--- src/hw/mrc_pkg.sv ---
// Purpose: Shared constants and carriers for the MAC receive control block
// Assumes: 125 MHz clock, APB with 32-bit data, one word per register
// Notes:   Register offsets are word indices; byte address is four times them
package mrc_pkg;

  // ----------------------------------------------------------------
  // Register map
  // ----------------------------------------------------------------
  localparam logic [7:0]  IDX_TX_STATUS = 8'h72;
  localparam logic [7:0]  IDX_RX_CTRL   = 8'h74;
  localparam logic [11:0] ADDR_TX_STATUS = {2'b00, IDX_TX_STATUS, 2'b00};
  localparam logic [11:0] ADDR_RX_CTRL   = {2'b00, IDX_RX_CTRL, 2'b00};

  // Transmit status fields
  localparam int TXS_LATE_BIT = 13;
  localparam int TXS_MAX_BIT  = 12;
  localparam int TXS_FID_MSB  = 5;
  localparam logic [15:0] TXS_RESET = 16'h0000;

  // Receive control fields
  localparam int RXC_FLUSH = 15;
  localparam int RXC_UDPCK = 14;
  localparam int RXC_TCPCK = 13;
  localparam int RXC_IPCK  = 12;
  localparam int RXC_UFILT = 11;
  localparam int RXC_PAUSE = 10;
  localparam int RXC_CRCOK = 9;
  localparam int RXC_MFILT = 8;
  localparam int RXC_BCAST = 7;
  localparam int RXC_MALL  = 6;
  localparam int RXC_UCAST = 5;
  localparam int RXC_ALL   = 4;
  localparam int RXC_INV   = 1;
  localparam int RXC_EN    = 0;
  localparam logic [15:0] RXC_RESET = 16'h0000;

  // ----------------------------------------------------------------
  // Timing
  // ----------------------------------------------------------------
  localparam int CLK_PERIOD_NS     = 8;
  localparam int PAUSE_QUANTUM_NS  = 5120;  // 512 bit times at 100 Mb/s
  localparam int PAUSE_QUANTUM_CYC = PAUSE_QUANTUM_NS / CLK_PERIOD_NS;
  localparam logic [9:0] QCNT_LAST = 10'(PAUSE_QUANTUM_CYC - 1);

  // ----------------------------------------------------------------
  // Carriers
  // ----------------------------------------------------------------
  typedef struct packed {
    logic       late_col;
    logic       max_col;
    logic [5:0] fid;
  } mrc_txstat_s;

  typedef struct packed {
    logic ucast;
    logic mcast;      // Set for broadcast too
    logic bcast;
    logic station_hit;
    logic ufilt_pass;
    logic mfilt_pass;
    logic crc_err;
    logic is_udp;
    logic udp_bad;
    logic is_tcp;
    logic tcp_bad;
    logic is_ip;
    logic ip_bad;
  } mrc_rxinfo_s;

  typedef enum logic [2:0] {
    RX_STOP  = 3'b001,
    RX_RUN   = 3'b010,
    RX_DRAIN = 3'b100
  } mrc_rxst_e;

endpackage : mrc_pkg

--- src/hw/mrc_top.sv ---
// Purpose: Last transmit status capture and receive control for a MAC
// Assumes: Frame events come from logic on clk_i; no synchronisers needed
// Notes:   Zero-wait APB slave; every access completes in two cycles
//
// Functional notes
// Status reflects only the latest sent frame
// Late collision sets status bit 13
// Maximum collision sets status bit 12
// Bits 5..0 carry the frame identifier
// Flush clears queue and frame pointer
// Host disables receiver before flushing
// Bit 14 drops UDP frames with bad checksum
// Bit 13 drops TCP frames with bad checksum
// Bit 12 drops IP frames with bad header checksum
// Bit 11 admits unicast passing address filter
// Bit 10 honours pause in full duplex
// Host keeps bit 10 zero in half duplex
// Bit 9 admits CRC error frames
// Bit 8 admits multicast passing address filter
// Bit 7 admits all broadcast frames
// Bit 6 admits all multicast and broadcast
// Bit 5 admits unicast matching station address
// Bit 4 admits every frame
// Bit 1 inverts the address check
// Bit 0 runs receiver; stop after frame
// Writes to transmit status are ignored
`timescale 1ns/1ps
module mrc_top (
  input  wire logic                 clk_i,          // 125 MHz clock
  input  wire logic                 rst_i,          // Synchronous reset
  input  wire logic                 psel_i,         // APB select
  input  wire logic                 penable_i,      // APB enable
  input  wire logic                 pwrite_i,       // APB direction
  input  wire logic [11:0]          paddr_i,        // APB byte address
  input  wire logic [31:0]          pwdata_i,       // APB write data
  output logic      [31:0]          prdata_o,       // APB read data
  output logic                      pready_o,       // APB ready
  output logic                      pslverr_o,      // APB error
  input  wire logic                 tx_done_i,      // Frame sent pulse
  input  wire mrc_pkg::mrc_txstat_s tx_stat_i,      // Status of sent frame
  input  wire logic                 rx_sof_i,       // Frame start pulse
  input  wire logic                 rx_eof_i,       // Frame end pulse
  input  wire mrc_pkg::mrc_rxinfo_s rx_info_i,      // Frame facts at end
  input  wire logic                 pause_rx_i,     // Pause frame received
  input  wire logic [15:0]          pause_quanta_i, // Pause time
  input  wire logic                 full_duplex_i,  // Link is full duplex
  output logic                      rx_keep_o,      // Frame admitted pulse
  output logic                      rx_drop_o,      // Frame discarded pulse
  output logic                      rx_running_o,   // Receiver running
  output logic                      rx_qclear_o,    // Clear queue memory
  output logic      [15:0]          rx_frame_ptr_o, // Receive frame pointer
  output logic                      tx_hold_o       // Hold transmit queue
);
  import mrc_pkg::*;

  // ----------------------------------------------------------------
  // APB slave
  // ----------------------------------------------------------------
  logic [15:0] txs_q, txs_d;
  logic [15:0] rxc_q, rxc_d;
  logic [31:0] rdata_q, rdata_d;
  logic        ready_q, ready_d;
  logic        err_q, err_d;
  logic        setup;
  logic        wr_acc;

  assign setup  = psel_i && !penable_i;
  assign wr_acc = psel_i && penable_i && pready_o && pwrite_i;

  // Decode and read data are taken in setup so the access phase is
  // answered from flops in its first cycle
  always_comb begin
    rdata_d = 32'h0000_0000;
    err_d   = 1'b0;
    ready_d = setup;
    if (setup) begin
      unique case (paddr_i)
        ADDR_TX_STATUS: rdata_d = {16'h0000, txs_q};
        ADDR_RX_CTRL:   rdata_d = {16'h0000, rxc_q};
        default:        err_d   = 1'b1;
      endcase
    end
  end

  always_comb begin
    rxc_d = rxc_q;
    if (wr_acc && paddr_i == ADDR_RX_CTRL) begin
      rxc_d = pwdata_i[15:0];
    end
  end

  // Writes to the status word are never decoded as updates
  always_comb begin
    txs_d = txs_q;
    if (tx_done_i) begin
      txs_d = TXS_RESET;
      txs_d[TXS_LATE_BIT] = tx_stat_i.late_col;
      txs_d[TXS_MAX_BIT]  = tx_stat_i.max_col;
      txs_d[TXS_FID_MSB:0] = tx_stat_i.fid;
    end
  end

  always_ff @(posedge clk_i) begin
    if (rst_i) begin
      txs_q   <= TXS_RESET;
      rxc_q   <= RXC_RESET;
      rdata_q <= 32'h0000_0000;
      ready_q <= 1'b0;
      err_q   <= 1'b0;
    end else begin
      txs_q   <= txs_d;
      rxc_q   <= rxc_d;
      rdata_q <= rdata_d;
      ready_q <= ready_d;
      err_q   <= err_d;
    end
  end

  assign prdata_o  = rdata_q;
  assign pready_o  = ready_q;
  assign pslverr_o = err_q;

  // ----------------------------------------------------------------
  // Receive state and frame admission
  // ----------------------------------------------------------------
  mrc_rxst_e   st_q, st_d;
  logic        inframe_q, inframe_d;
  logic        keep_q, keep_d;
  logic        drop_q, drop_d;
  logic [15:0] ptr_q, ptr_d;
  logic        running_q, running_d;
  logic        flush;
  logic        addr_ok;
  logic        cksum_ok;
  logic        crc_ok;

  assign flush = rxc_q[RXC_FLUSH];

  // Filter decision for one frame's destination
  function automatic logic addr_pass(input logic [15:0] c, input mrc_rxinfo_s f);
    logic base;
    base = (f.bcast && c[RXC_BCAST])
        || (f.mcast && c[RXC_MALL])
        || (f.mcast && !f.bcast && c[RXC_MFILT] && f.mfilt_pass)
        || (f.ucast && c[RXC_UCAST] && f.station_hit)
        || (f.ucast && c[RXC_UFILT] && f.ufilt_pass);
    if (c[RXC_INV]) begin
      base = !base;
    end
    return base || c[RXC_ALL];
  endfunction : addr_pass

  assign addr_ok  = addr_pass(rxc_q, rx_info_i);
  assign cksum_ok = !(rxc_q[RXC_UDPCK] && rx_info_i.is_udp && rx_info_i.udp_bad)
                 && !(rxc_q[RXC_TCPCK] && rx_info_i.is_tcp && rx_info_i.tcp_bad)
                 && !(rxc_q[RXC_IPCK] && rx_info_i.is_ip && rx_info_i.ip_bad);
  assign crc_ok   = !rx_info_i.crc_err || rxc_q[RXC_CRCOK];

  always_comb begin
    st_d      = st_q;
    inframe_d = inframe_q;
    keep_d    = 1'b0;
    drop_d    = 1'b0;
    ptr_d     = ptr_q;
    // Frames are only taken at a start seen while running
    if (rx_sof_i && st_q == RX_RUN && !flush) begin
      inframe_d = 1'b1;
    end
    if (rx_eof_i && inframe_q) begin
      inframe_d = 1'b0;
      if (addr_ok && cksum_ok && crc_ok && !flush) begin
        keep_d = 1'b1;
        ptr_d  = ptr_q + 16'h0001;
      end else begin
        drop_d = 1'b1;
      end
    end
    unique case (st_q)
      RX_STOP: begin
        if (rxc_q[RXC_EN]) begin
          st_d = RX_RUN;
        end
      end
      RX_RUN: begin
        if (!rxc_q[RXC_EN]) begin
          st_d = inframe_d ? RX_DRAIN : RX_STOP;
        end
      end
      RX_DRAIN: begin
        if (!inframe_d) begin
          st_d = rxc_q[RXC_EN] ? RX_RUN : RX_STOP;
        end
      end
      default: st_d = RX_STOP;
    endcase
    // Flush overrides the pointer and frame tracking, so a stale frame cannot land afterwards
    if (flush) begin
      ptr_d     = 16'h0000;
      inframe_d = 1'b0;
    end
    running_d = (st_d != RX_STOP);
  end

  always_ff @(posedge clk_i) begin
    if (rst_i) begin
      st_q      <= RX_STOP;
      inframe_q <= 1'b0;
      keep_q    <= 1'b0;
      drop_q    <= 1'b0;
      ptr_q     <= 16'h0000;
      running_q <= 1'b0;
    end else begin
      st_q      <= st_d;
      inframe_q <= inframe_d;
      keep_q    <= keep_d;
      drop_q    <= drop_d;
      ptr_q     <= ptr_d;
      running_q <= running_d;
    end
  end

  // Flush outputs straight from the control flop
  assign rx_qclear_o    = rxc_q[RXC_FLUSH];
  assign rx_frame_ptr_o = ptr_q;
  assign rx_keep_o      = keep_q;
  assign rx_drop_o      = drop_q;
  assign rx_running_o   = running_q;

  // ----------------------------------------------------------------
  // Pause timer
  // ----------------------------------------------------------------
  logic [15:0] pq_q, pq_d;
  logic [9:0]  qc_q, qc_d;
  logic        hold_q, hold_d;
  logic        qtick;

  // One pulse per pause quantum; half duplex never loads the timer
  assign qtick = (qc_q == QCNT_LAST);

  always_comb begin
    pq_d = pq_q;
    qc_d = qtick ? 10'h000 : qc_q + 10'h001;
    if (pause_rx_i && rxc_q[RXC_PAUSE] && full_duplex_i) begin
      pq_d = pause_quanta_i;
      qc_d = 10'h000;
    end else if (qtick && pq_q != 16'h0000) begin
      pq_d = pq_q - 16'h0001;
    end
    hold_d = (pq_d != 16'h0000);
  end

  always_ff @(posedge clk_i) begin
    if (rst_i) begin
      pq_q   <= 16'h0000;
      qc_q   <= 10'h000;
      hold_q <= 1'b0;
    end else begin
      pq_q   <= pq_d;
      qc_q   <= qc_d;
      hold_q <= hold_d;
    end
  end

  assign tx_hold_o = hold_q;

  // ----------------------------------------------------------------
  // Assertions
  // ----------------------------------------------------------------
  property p_tx_late;
    @(posedge clk_i) disable iff (rst_i)
      tx_done_i |=> txs_q[TXS_LATE_BIT] == $past(tx_stat_i.late_col);
  endproperty
  a_tx_late: assert property (p_tx_late) else $error("late flag wrong");

  property p_tx_max;
    @(posedge clk_i) disable iff (rst_i)
      tx_done_i |=> txs_q[TXS_MAX_BIT] == $past(tx_stat_i.max_col);
  endproperty
  a_tx_max: assert property (p_tx_max) else $error("max flag wrong");

  property p_tx_fid;
    @(posedge clk_i) disable iff (rst_i)
      tx_done_i |=> txs_q[TXS_FID_MSB:0] == $past(tx_stat_i.fid) && txs_q[11:6] == 6'h00;
  endproperty
  a_tx_fid: assert property (p_tx_fid) else $error("frame id wrong");

  // The reset edge is excluded: its sampled word is still the pre-reset one
  property p_tx_stable;
    @(posedge clk_i) disable iff (rst_i)
      !tx_done_i && !rst_i |=> $stable(txs_q);
  endproperty
  a_tx_stable: assert property (p_tx_stable) else $error("status moved");

  property p_flush;
    @(posedge clk_i) disable iff (rst_i)
      rxc_q[RXC_FLUSH] |=> ptr_q == 16'h0000 && !keep_q;
  endproperty
  a_flush: assert property (p_flush) else $error("flush ignored");

  property p_crc;
    @(posedge clk_i) disable iff (rst_i)
      rx_eof_i && rx_info_i.crc_err && !rxc_q[RXC_CRCOK] |=> !keep_q;
  endproperty
  a_crc: assert property (p_crc) else $error("crc frame kept");

  property p_all;
    @(posedge clk_i) disable iff (rst_i)
      rx_eof_i && inframe_q && rxc_q[RXC_ALL] && crc_ok && cksum_ok && !flush
      |=> keep_q;
  endproperty
  a_all: assert property (p_all) else $error("promiscuous drop");

  property p_drain;
    @(posedge clk_i) disable iff (rst_i)
      st_q == RX_RUN && inframe_q && !rxc_q[RXC_EN] && !rx_eof_i && !flush
      |=> rx_running_o;
  endproperty
  a_drain: assert property (p_drain) else $error("stopped mid frame");

  property p_pause;
    @(posedge clk_i) disable iff (rst_i)
      pause_rx_i && rxc_q[RXC_PAUSE] && full_duplex_i && pause_quanta_i != 16'h0000
      |=> tx_hold_o [*2];
  endproperty
  a_pause: assert property (p_pause) else $error("pause not held");

  property p_udp;
    @(posedge clk_i) disable iff (rst_i)
      rx_eof_i && rxc_q[RXC_UDPCK] && rx_info_i.is_udp && rx_info_i.udp_bad |=> !keep_q;
  endproperty
  a_udp: assert property (p_udp) else $error("bad udp kept");

  property p_ipck;
    @(posedge clk_i) disable iff (rst_i)
      rx_eof_i && rxc_q[RXC_IPCK] && rx_info_i.is_ip && rx_info_i.ip_bad |=> !keep_q;
  endproperty
  a_ipck: assert property (p_ipck) else $error("bad ip header kept");

  property p_run;
    @(posedge clk_i) disable iff (rst_i)
      st_q == RX_STOP && rxc_q[RXC_EN] && !rst_i |=> rx_running_o;
  endproperty
  a_run: assert property (p_run) else $error("receiver not started");

  c_keep:  cover property (@(posedge clk_i) disable iff (rst_i) keep_q);
  c_drain: cover property (@(posedge clk_i) disable iff (rst_i) st_q == RX_DRAIN);
  c_hold:  cover property (@(posedge clk_i) disable iff (rst_i) $fell(tx_hold_o));

endmodule : mrc_top
--- config.mk ---
export PLATFORM = sky130hd
export DESIGN_NAME = mrc_top
export DESIGN_NICKNAME = d
export VERILOG_FILES = /design/src/hw/mrc_pkg.sv /design/src/hw/mrc_top.sv
export SDC_FILE = /design/constraint.sdc
export NUM_CORES = 1
export LEC_CHECK = 0
export BUFFER_PORTS_ARGS = -buffer_cell sky130_fd_sc_hd__buf_2
export CAP_MARGIN = 40
export CORE_MARGIN = 2
export CORE_UTILIZATION = 56
export CTS_BUF_LIST = sky130_fd_sc_hd__clkbuf_8
export DETAILED_ROUTE_END_ITERATION = 8
export HOLD_SLACK_MARGIN = 0.1
export PLACE_DENSITY = 0.88
export SKIP_LAST_GASP = 1
export SLEW_MARGIN = 20
export SYNTH_ARGS = -nofsm -noshare
export SYNTH_HDL_FRONTEND = slang
export SYNTH_SLANG_ARGS = --single-unit
--- constraint.sdc ---
create_clock -name clk_i -period 6 [get_ports clk_i]
set_input_delay 0.3 -clock clk_i [delete_from_list [all_inputs] [get_ports clk_i]]
set_output_delay 0.3 -clock clk_i [all_outputs]
set_load 0.05 [all_outputs]
==> results.toml <==
[worst_setup_path]
path_max_fanout = 11
start_kind = "register"
cp.required_ns = 6.22
cp-end-kind = "register"
r2r_slack_ns = 3.07
path_class = "register to register"
worstPathArrival_ns = 3.15

[clock_tree]
ctsResizeCount = 0
clock-sinks = 92
clk_pin_slew_ns = 0.10
cts_tree = "built"
clkLatencyLatePin_ns = 0.36
cts_buffers = 9
htreeDepth = 3
cts_root_buf = "clkbuf_8"
cts_buffer_depth = 2
holdBufCountCts = 0
cts_setup_buffers = 0

[routing]
drtPass1Iterations = 4
viasPerCell = 5.55
wl_per_cell_um = 14.5
wl_mm = 9.82
drc = 0
detail-route-antenna-nets = 0
via_count = 3761
drt-initial-drc-count = 136

[global_route]
grt-busiest-layer = "met2"
met2_usage_pct = 40.0
grt_max_degree = 53
gr-total-overflow = 0
antenna_found_initial = 0
grt_pass1_wl_mm = 15.5
met1_usage_pct = 27.4
grt_pass1_vias = 3498
grt_usage_pct = 22.8
grt_use_met3_pct = 5.89

[floorplan]
dieArea_um2 = 8380
core.rowCount = 31
die_h_um = 91.5
core_area_um2 = 7330
fp.dieW_um = 91.5
start_util_pct = 58.5
ios = 146

[sta]
fin_setup_tns_ns = 0
post-route-min-period_ns = 2.93
whs_ns = 0.171
finalSetupViolations = 0
skew_ns = 0.0101
slew_viol_final = 0
fin_crit_sh_pct = 48.8
tightest_slew_ns = 0.680
fmax_mhz = 342
rsz0062_at_grt = "no"
hold_violations = 0
timing.slew.headroom_pct = 54.6

[outcome]
status = "finished, final reports clean"

[finish]
final_area_um2 = 5090
final_net_count = 669
layout-drive-gt1-share_pct = 27.3
syn_to_final_growth_pct = 18.8
diodes = 0
fin_util_pct = 69.5

[power]
leakage_nw = 2.12
powerDensity_nw_per_um2 = 237
worst_ir_drop_vdd_mv = 0.154
power_w = 0.00121

[logic_synthesis]
yosysMostFrequentCell = "dfxtp_1"
ys_seq_area_share_pct = 42.9
synth-seq-cells = 92
syn_inst = 468
ys_types = 65
yosys.area.top_type_share_pct = 42.9
synth_commonest_cells = "dfxtp_1, nor2_1, mux2i_1, nand2_1"
yosys_warnings = 0
synth_edf_count = 0
syn_area_per_cell_um2 = 9.17
synthFlopType = "dfxtp_1"
yosysTopAreaCell = "dfxtp_1"
async_flop_share_pct = 0
ys_top_cells_by_area = "dfxtp_1, mux2i_1, nor2_1"
netlist_area_um2 = 4290

[placement]
hpwlAfterDp_mm = 7.02
io_buffers = 113
placed_area_um2 = 4840
place.gp.congestion = 0.854

[flow_run]
drv_cap = 0

[hold_path]
holdCritPathClass = "input pin to register"
flip-flops by register name, summed over array words and instances (netlist names):
name	cells
inframe_q	1
pq_q	16
prdata_o	16
pready_o	1
pslverr_o	1
qc_q	10
rx_drop_o	1
rx_frame_ptr_o	16
rx_keep_o	1
rx_running_o	1
rxc_q	16
st_q	3
tx_hold_o	1
txs_q	8
logic make-up (layout without fill, tap and decap cells):
kind of cell / Yosys count / count (layout) / share of synthesized area [%]
compound gates: 67 / 67 / 10.9
xor+xnor: 25 / 25 / 5.10
fa+ha+maj: 4 / 4 / 1.17
buf+inv: 46 / 142 / 6.01
flops: 92 / 92 / 42.9
mux: 27 / 27 / 6.33
other cells: 1 / 16 / 0.0874
simple gates: 206 / 206 / 27.5
power breakdown:
part / total (W) / internal [W] / switching, W
clock: 0.000516 / 0.000284 / 0.000232
combinational: 0.0000722 / 0.0000247 / 0.0000475
sequential: 0.000619 / 0.000616 / 0.00000370
layer usage:
| metal | routed length (um) | up-vias | share of wire (%) |
|---|---|---|---|
| met1 | 4140 | 1777 | 42 |
| met3 | 573 | 6 | 5.8 |
| met2 | 5050 | 128 | 51 |
| li1 | - | 1850 | - |
| met4 | 65 | 0 | 0.66 |
| met5 | 0 | - | 0 |
through the flow:
| stage | setup WS [ns] | instances |
|---|---|---|
| floorplan | 3.76 | 483 |
| CTS | 3.10 | 678 |
| global route | 2.96 | 678 |
| global placement | 3.22 | 660 |
| finish | 3.07 | 678 |
| detailed placement | 3.13 | 662 |
cell usage in the layout (no fill, tap or decap), drive strengths merged, types with 4 or more instances in the layout:
cell	netlist	final
nor4	10	10
clkbuf	14	9
dfxtp	92	92
nand4	10	10
xor2	8	8
or3	11	11
o21ai	19	19
conb	1	16
a22oi	9	9
inv	10	14
a21oi	15	15
nor3	20	20
buf	22	116
a211oi	4	4
nand2	22	22
ha	4	4
nor3b	7	7
nand3	15	15
nor2b	5	5
mux2i	26	26
and4	6	6
nor2	70	70
xnor2	17	17
and3	14	14
final timing paths:
kind,endpoint,cells after the start,start
worst min-delay path,rxc_q[1],3,pwdata_i[1]
worst max-delay path,tx_hold_o,8,qc_q[0]
worst max register to register,tx_hold_o,8,qc_q[0]
worst min register to register,qc_q[0],1,qc_q[0]
worst max-delay path, stage by stage (launching register included):
cell and delay, ns:
dfxtp_1 0.39, ha_1 0.25, and4_4 0.27, nand4_1 0.51, o31a_1 0.45, o21ai_0 0.24
nand4_1 0.14, nor4_1 0.35, a41oi_1 0.17
final cells by class:
| type | count | area (um^2) |
|---|---|---|
| fill | 554 | 2240 |
| tap | 99 | 124 |
| timing repair buffer | 116 | 593 |
| sequential | 92 | 1840 |
| multi-input combinational | 345 | 2250 |
| clock buffer | 9 | 124 |
| inverter | 10 | 37.5 |
| clock inverter | 7 | 128 |
Note: power is estimated with default switching activity, not from simulation.
